<file path="src/hw/trap_cfg.svh">
// offsets, field positions, reset values and counts of the trap control block
`ifndef TRAP_CFG_SVH
`define TRAP_CFG_SVH

// byte offsets within the slave window
`define TCS1_OFFSET 12'h000
`define IRQ_STATUS_OFFSET 12'h004
`define IRQ_MASK_OFFSET 12'h008
`define ADDR_DECODE_W 12

// field positions of trap_control_status_1
`define ACC_A_EN_BIT 10
`define ACC_B_EN_BIT 9
`define CAT_EN_BIT 8
`define SHIFT_ACC_BIT 7
`define DIV_ZERO_BIT 6
`define DMA_ERR_BIT 5
`define ARITH_ERR_BIT 4
`define ADDR_ERR_BIT 3
`define STACK_ERR_BIT 2
`define OSC_FAIL_BIT 1
`define UNUSED_BIT 0

// flag field bounds, shared by the status and mask registers
`define FLAG_MSB 7
`define FLAG_LSB 1
`define FLAG_W 7

// reset values
`define TRAP_EN_RESET 3'h0
`define FLAGS_RESET 7'h00
`define IRQ_MASK_RESET 7'h00
`define HRDATA_RESET 32'h00000000

`endif

</file>
<file path="src/hw/trap_pkg.sv">
// types shared by the trap control block
package trap_pkg;

    // one-cycle trap causes from detection logic on the same clock
    typedef struct packed {
        logic acc_a_ovf;
        logic acc_b_ovf;
        logic acc_a_cat_ovf;
        logic acc_b_cat_ovf;
        logic shift_acc_err;
        logic div_zero_err;
        logic dma_err;
        logic addr_err;
        logic stack_err;
    } trap_evt_s;

    // trap enables as held in trap_control_status_1
    typedef struct packed {
        logic acc_a_overflow_trap_en;
        logic acc_b_overflow_trap_en;
        logic catastrophic_overflow_trap_en;
    } trap_en_s;

    typedef logic [15:0] reg16_t;

endpackage : trap_pkg

</file>
<file path="src/hw/pin_sync3.sv">
// three-stage synchroniser for inputs from outside the clock domain
`timescale 1ns/10ps
module pin_sync3 #(
    parameter int W = 1
) (
    input wire logic clk,
    input wire logic rst,
    input wire logic ce,
    input wire logic [W-1:0] d,
    output logic [W-1:0] s2,
    output logic [W-1:0] s3
);
    logic [W-1:0] s1;

    always_ff @(posedge clk) begin
        if (rst) begin
            s1 <= '0;
            s2 <= '0;
            s3 <= '0;
        end else if (ce) begin
            s1 <= d;
            s2 <= s1;
            s3 <= s2;
        end
    end
endmodule : pin_sync3

</file>
<file path="src/hw/sticky_bits.sv">
// sticky flag bank: set wins over clear in the same cycle
`timescale 1ns/10ps
module sticky_bits #(
    parameter int W = 7
) (
    input wire logic clk,
    input wire logic rst,
    input wire logic ce,
    input wire logic [W-1:0] set,
    input wire logic [W-1:0] clr,
    output logic [W-1:0] q
);
    always_ff @(posedge clk) begin
        if (rst) begin
            q <= '0;
        end else if (ce) begin
            q <= (q & ~clr) | set;
        end
    end
endmodule : sticky_bits

</file>
<file path="src/hw/trap_control_unit.sv">
// trap enable and trap status register with AHB-Lite access and interrupt
//
// Contract
// - accumulator A overflow traps when enable set
// - accumulator B overflow traps when enable set
// - address error sets its flag, else zero
// - stack error sets its flag, else zero
// - oscillator failure sets its flag, else zero
// - bit zero reads zero, ignores writes
`timescale 1ns/10ps
`include "trap_cfg.svh"
module trap_control_unit
    import trap_pkg::*;
(
    input wire logic MCLK,
    input wire logic RST,
    input wire logic CE,
    input wire logic HSEL,
    input wire logic [31:0] HADDR,
    input wire logic [1:0] HTRANS,
    input wire logic HWRITE,
    input wire logic [2:0] HSIZE,
    input wire logic [31:0] HWDATA,
    input wire logic HREADY,
    output logic [31:0] HRDATA,
    output logic HREADYOUT,
    output logic HRESP,
    input wire trap_evt_s TRAP_EVT,
    input wire logic OSC_FAIL_PIN,
    output logic MATH_TRAP,
    output logic IRQ
);

    // bus side state
    logic addr_ok;
    logic wr_pend_reg;
    logic rd_wait_reg;
    logic [`ADDR_DECODE_W-1:0] dp_addr_reg;
    logic [31:0] hrdata_reg;
    logic wr_tcs;
    logic wr_mask;
    logic rd_status;
    reg16_t rd_val;

    // register contents
    trap_en_s en_reg;
    logic [`FLAG_W-1:0] flags;
    logic [`FLAG_W-1:0] flag_clr;
    logic [`FLAG_W-1:0] flags_keep;
    logic [`FLAG_W-1:0] irq_status;
    logic [`FLAG_W-1:0] irq_clr;
    logic [`FLAG_W-1:0] irq_mask_reg;
    logic [`FLAG_W-1:0] evt;

    // trap causes
    logic ovf_trap;
    logic math_evt;
    logic math_trap_reg;
    logic osc_s2;
    logic osc_s3;
    logic osc_level_reg;
    logic osc_evt;

    // address phase accepted only while the block is clocked
    assign addr_ok = HSEL & HREADY & HTRANS[1] & CE;
    assign HREADYOUT = CE & ~rd_wait_reg;
    assign HRESP = 1'b0;
    assign HRDATA = hrdata_reg;

    always_ff @(posedge MCLK) begin
        if (RST) begin
            wr_pend_reg <= 1'b0;
            rd_wait_reg <= 1'b0;
        end else if (CE) begin
            wr_pend_reg <= addr_ok & HWRITE;
            rd_wait_reg <= addr_ok & ~HWRITE;
        end
    end

    always_ff @(posedge MCLK) begin
        if (RST) begin
            dp_addr_reg <= '0;
        end else if (CE && addr_ok) begin
            dp_addr_reg <= HADDR[`ADDR_DECODE_W-1:0];
        end
    end

    assign wr_tcs = wr_pend_reg & CE & (dp_addr_reg == `TCS1_OFFSET);
    assign wr_mask = wr_pend_reg & CE & (dp_addr_reg == `IRQ_MASK_OFFSET);
    assign rd_status = rd_wait_reg & CE & (dp_addr_reg == `IRQ_STATUS_OFFSET);

    // read mux; unmapped offsets and unused bits read zero
    always_comb begin
        rd_val = 16'h0000;
        unique case (dp_addr_reg)
            `TCS1_OFFSET: begin
                rd_val[`ACC_A_EN_BIT] = en_reg.acc_a_overflow_trap_en;
                rd_val[`ACC_B_EN_BIT] = en_reg.acc_b_overflow_trap_en;
                rd_val[`CAT_EN_BIT] = en_reg.catastrophic_overflow_trap_en;
                rd_val[`FLAG_MSB:`FLAG_LSB] = flags;
                rd_val[`UNUSED_BIT] = 1'b0;
            end
            `IRQ_STATUS_OFFSET: begin
                rd_val[`FLAG_MSB:`FLAG_LSB] = irq_status;
            end
            `IRQ_MASK_OFFSET: begin
                rd_val[`FLAG_MSB:`FLAG_LSB] = irq_mask_reg;
            end
            default: begin
                rd_val = 16'h0000;
            end
        endcase
    end

    // read data loaded in the single wait cycle, after any preceding write
    always_ff @(posedge MCLK) begin
        if (RST) begin
            hrdata_reg <= `HRDATA_RESET;
        end else if (CE && rd_wait_reg) begin
            hrdata_reg <= {16'h0000, rd_val};
        end
    end

    // enables: plain read/write bits; bit zero has no storage
    always_ff @(posedge MCLK) begin
        if (RST) begin
            en_reg <= `TRAP_EN_RESET;
        end else if (wr_tcs) begin
            en_reg.acc_a_overflow_trap_en <= HWDATA[`ACC_A_EN_BIT];
            en_reg.acc_b_overflow_trap_en <= HWDATA[`ACC_B_EN_BIT];
            en_reg.catastrophic_overflow_trap_en <= HWDATA[`CAT_EN_BIT];
        end
    end

    always_ff @(posedge MCLK) begin
        if (RST) begin
            irq_mask_reg <= `IRQ_MASK_RESET;
        end else if (wr_mask) begin
            irq_mask_reg <= HWDATA[`FLAG_MSB:`FLAG_LSB];
        end
    end

    // oscillator monitor runs outside this clock
    pin_sync3 #(
        .W(1)
    ) u_osc_sync (
        .clk(MCLK),
        .rst(RST),
        .ce(CE),
        .d(OSC_FAIL_PIN),
        .s2(osc_s2),
        .s3(osc_s3)
    );

    // a rise counts once the last two stages agree
    assign osc_evt = (osc_s2 == osc_s3) & osc_s3 & ~osc_level_reg;

    always_ff @(posedge MCLK) begin
        if (RST) begin
            osc_level_reg <= 1'b0;
        end else if (CE && (osc_s2 == osc_s3)) begin
            osc_level_reg <= osc_s3;
        end
    end

    // overflow traps gated by their enables
    assign ovf_trap =
        (TRAP_EVT.acc_a_ovf & en_reg.acc_a_overflow_trap_en) |
        (TRAP_EVT.acc_b_ovf & en_reg.acc_b_overflow_trap_en) |
        ((TRAP_EVT.acc_a_cat_ovf | TRAP_EVT.acc_b_cat_ovf) &
         en_reg.catastrophic_overflow_trap_en);
    assign math_evt = ovf_trap | TRAP_EVT.div_zero_err | TRAP_EVT.shift_acc_err;

    always_ff @(posedge MCLK) begin
        if (RST) begin
            math_trap_reg <= 1'b0;
        end else if (CE) begin
            math_trap_reg <= math_evt;
        end
    end
    assign MATH_TRAP = math_trap_reg;

    // event vector in flag layout
    always_comb begin
        evt = '0;
        evt[`SHIFT_ACC_BIT-`FLAG_LSB] = TRAP_EVT.shift_acc_err;
        evt[`DIV_ZERO_BIT-`FLAG_LSB] = TRAP_EVT.div_zero_err;
        evt[`DMA_ERR_BIT-`FLAG_LSB] = TRAP_EVT.dma_err;
        evt[`ARITH_ERR_BIT-`FLAG_LSB] = math_evt;
        evt[`ADDR_ERR_BIT-`FLAG_LSB] = TRAP_EVT.addr_err;
        evt[`STACK_ERR_BIT-`FLAG_LSB] = TRAP_EVT.stack_err;
        evt[`OSC_FAIL_BIT-`FLAG_LSB] = osc_evt;
    end

    // a written zero clears a flag, a written one leaves it
    assign flag_clr = wr_tcs ? ~HWDATA[`FLAG_MSB:`FLAG_LSB] : '0;
    assign flags_keep = flags & ~flag_clr;

    sticky_bits #(
        .W(`FLAG_W)
    ) u_flags (
        .clk(MCLK),
        .rst(RST),
        .ce(CE),
        .set(evt),
        .clr(flag_clr),
        .q(flags)
    );

    // interrupt status: a read clears the bits it returned
    assign irq_clr = rd_status ? irq_status : '0;

    sticky_bits #(
        .W(`FLAG_W)
    ) u_irq_status (
        .clk(MCLK),
        .rst(RST),
        .ce(CE),
        .set(evt),
        .clr(irq_clr),
        .q(irq_status)
    );

    assign IRQ = |(irq_status & irq_mask_reg);
endmodule : trap_control_unit

</file>
<file path="config.mk">
export PLATFORM = sky130hd
export DESIGN_NAME = trap_control_unit
export DESIGN_NICKNAME = d
export VERILOG_FILES = /design/src/hw/trap_pkg.sv /design/src/hw/pin_sync3.sv /design/src/hw/sticky_bits.sv /design/src/hw/trap_control_unit.sv
export VERILOG_INCLUDE_DIRS = /design/src /design/src/hw
export SDC_FILE = /design/constraint.sdc
export NUM_CORES = 1
export LEC_CHECK = 0
export ABC_CLOCK_PERIOD_IN_PS = 1800
export BUFFER_PORTS_ARGS = -buffer_cell sky130_fd_sc_hd__buf_2
export CAP_MARGIN = 20
export CORE_AREA = 4 4 84 86
export CTS_CLUSTER_SIZE = 14
export DETAILED_ROUTE_END_ITERATION = 12
export DIE_AREA = 0 0 88 90
export PLACE_DENSITY = 0.75
export SETUP_SLACK_MARGIN = 0.3
export SYNTH_ARGS = -nofsm -noshare
export SYNTH_HDL_FRONTEND = slang
export SYNTH_HIERARCHICAL = 1
export SYNTH_SLANG_ARGS = --single-unit
export TNS_END_PERCENT = 5
</file>
<file path="constraint.sdc">
create_clock -name MCLK -period 1.8 [get_ports MCLK]
set_clock_uncertainty 0.15 [all_clocks]
set_input_delay 0.54 -clock MCLK [delete_from_list [all_inputs] [get_ports MCLK]]
set_output_delay 0.54 -clock MCLK [all_outputs]
set_load 0.02 [all_outputs]
</file>
==> impl_metrics.env <==
export IMPL_status="finished, violations left"
export IMPL_violations="setup timing"
export IMPL_n_fill_cell=597
export IMPL_seq_area_frac_synth_pct=40.7
export IMPL_fmax_mhz=490
export IMPL_wl_per_cell_um=13.0
export IMPL_hold_class="reg2reg"
export IMPL_place_hpwl_um=4360
export IMPL_fp_dieW_um=88
export IMPL_drc=0
export IMPL_fin_ws_ns=-0.240
export IMPL_clkLatencyLatePin_ns=0.30
export IMPL_slowest_delay_ns=0.40
export IMPL_antenna_found_initial=0
export IMPL_die_h_um=90
export IMPL_netlist_area_um2=2600
export IMPL_yosysWarnings=6
export IMPL_port_buffers=51
export IMPL_grt_max_degree=34
export IMPL_yosysMostFrequentCell="dfxtp_1"
export IMPL_path_max_fanout=2
export IMPL_drt_initial_drc_count=107
export IMPL_drv_slew=0
export IMPL_cts_clk_slew_worst_paths_ns=0.09
export IMPL_hold_buffers=0
export IMPL_clock_path_buffers=2
export IMPL_fin_crit_ns=2.04
export IMPL_p_per_area_nw_per_um2=668
export IMPL_synthTopCellsByCount="dfxtp_1 (53), nand2_1 (51), a21oi_1 (29)"
export IMPL_rrSetupSlack_ns=-0.01
export IMPL_grt_pass1_vias=2050
export IMPL_grt_pass1_wl_um=9360
export IMPL_use_met1_pct=19.4
export IMPL_vdd_drop_max_mv=0.366
export IMPL_grt_busiest_layer="met2"
export IMPL_start_util_pct=41.5
export IMPL_largest_reg_flops=12
export IMPL_crit_chain="a222oi_1 -> nand3_1 -> buf_6"
export IMPL_synth_distinct_cells=38
export IMPL_gr_usage_met3_pct=3.56
export IMPL_cts_buffers=5
export IMPL_rows=29
export IMPL_worstSetupPathType="reg2out"
export IMPL_htree_levels=2
export IMPL_area_growth_pct=25.5
export IMPL_cp_num_buf_inv=1
export IMPL_use_met2_pct=22.6
export IMPL_synthCells=297
export IMPL_routed_wl_um=5770
export IMPL_viasPerCell=4.95
export IMPL_grtUsageTotal_pct=14.5
export IMPL_final_layout_size_suffix_gt1_share_pct=33.4
export IMPL_overflow=0
export IMPL_rsz0062_at_grt="true"
export IMPL_ys_ff_latch=53
export IMPL_n_antenna_cell=0
export IMPL_worst_path_max_delay_cell="a222oi_1"
export IMPL_ys_flop_type="dfxtp_1"
export IMPL_power_leakage_nw=1.37
export IMPL_worst_setup_path_end_kind="output pin"
export IMPL_fp_dieArea_um2=7920
export IMPL_cp_data_required_time_ns=1.11
export IMPL_setup_viol_count_final=2
export IMPL_finalHoldViolations=0
export IMPL_critPathTopFamily="compound AO/OA/AOI/OAI gates"
export IMPL_yosysTopAreaCellShare_pct=40.7
export IMPL_cts_sinks=53
export IMPL_synth_area_per_cell_um2=8.77
export IMPL_cts_tree="yes"
export IMPL_hold_ws_ns=0.304
export IMPL_synth_edf_count=0
export IMPL_cap_violations=0
export IMPL_root_buffer="clkbuf_8"
export IMPL_yosys_area_top_type="dfxtp_1"
export IMPL_seq_area_um2=1080
export IMPL_io_pins=121
export IMPL_post_route_period_util_pct=113
export IMPL_vias=2203
export IMPL_ant_nets=0
export IMPL_async_flop_share_pct=0
export IMPL_finalNetCount=453
export IMPL_first_pass_iters=4
export IMPL_place_congestion=0.805
export IMPL_arrival_ns=1.35
export IMPL_core_area_um2=6280
export IMPL_finish_utilization_pct=52.1
export IMPL_start_kind="flip-flop"
export IMPL_multi_input_area_um2=1440
export IMPL_synth_area_leaders="dfxtp_1 (41%), mux2i_1 (7.7%), nand2_1 (7.3%)"
layout by cell type, fill, tap and decap left out, types with 5 or more instances in the layout:
cell type / Yosys / final
nand2_1: 51 / 51
buf_4: 23 / 27
nor2_1: 16 / 15
a21bo_2: 8 / 8
a21bo_1: 6 / 6
buf_2: 0 / 37
conb_1: 1 / 23
o21ai_1: 7 / 7
mux2i_1: 20 / 20
nand2b_1: 20 / 20
and2_1: 7 / 7
buf_6: 3 / 10
a21oi_1: 29 / 29
clkbuf_8: 0 / 5
dfxtp_2: 0 / 17
a2bb2oi_1: 8 / 5
dfxtp_1: 53 / 36
worst min-delay path, delay by kind of cell, from the launching register on:
kind	cells	cell delay [ns]
AOI/OAI and AO/OA	1	0.05
and+or+nand+nor	1	0.04
DFF	1	0.34
layer usage:
metal	part of all wire (%)	routed length (µm)	up-vias
li1	-	-	1125
met1	45	2580	1010
met2	47	2720	60
met3	6.3	361	8
met4	2.0	113	0
met5	0	0	-
cell families (layout without fill, tap and decap cells):
group / Yosys count / in the layout / synth area share [%]
AO/OA/AOI/OAI: 69 / 69 / 18.2
adder cells (fa/ha/maj): 1 / 1 / 0.480
buffers and inverters: 37 / 86 / 9.51
flip-flops: 53 / 53 / 40.7
multiplexers: 20 / 20 / 7.68
other: 1 / 23 / 0.144
AND/OR/NAND/NOR: 116 / 116 / 23.2
power breakdown:
group	switching (mW)	leakage, nW	internal, mW
Sequential	0.0233	0.439	1.20
Combinational	0.163	0.883	0.138
Clock	0.380	0.0456	0.278
worst paths after layout:
check	cells past startpoint	startpoint	endpoint
max	3	irq_mask_reg[3]	IRQ
min	2	HRDATA[10]	HRDATA[10]
max reg2reg	4	dp_addr_reg[0]	irq_mask_reg[2]
min reg2reg	2	HRDATA[10]	HRDATA[10]
metrics by stage:
step           TNS, ns  total power [mW]  setup WS (ns)  area [µm²]  cells
6_report        -0.253              2.18         -0.240        3270    445
4_1_cts         -0.291              2.19         -0.241        3150    445
2_1_floorplan   -0.250              1.46        -0.0339        2700    319
3_5_place_dp    -0.803              1.53         -0.105        3020    436
5_1_grt         -0.761              2.29         -0.312        3270    445
3_3_place_gp    -0.545              1.53        -0.0669        3020    436
timing repair:
action | 4_1_cts | 5_1_grt
pin swaps | 5 | 4
setup endpoints to repair | 45 | 47
setup buffers | 1 | 0
resized for setup | 17 | 38
area by class of cell:
cell class	count	share of cell area, %
Clock inverter	2	0.421
Timing Repair Buffer	77	17.2
Sequential cell	53	33.1
Clock buffer	6	2.22
Multi-Input combinational cell	229	44.0
Tap cell	77	2.95
Inverter	1	0.191
(Power assumes the default switching activity.)
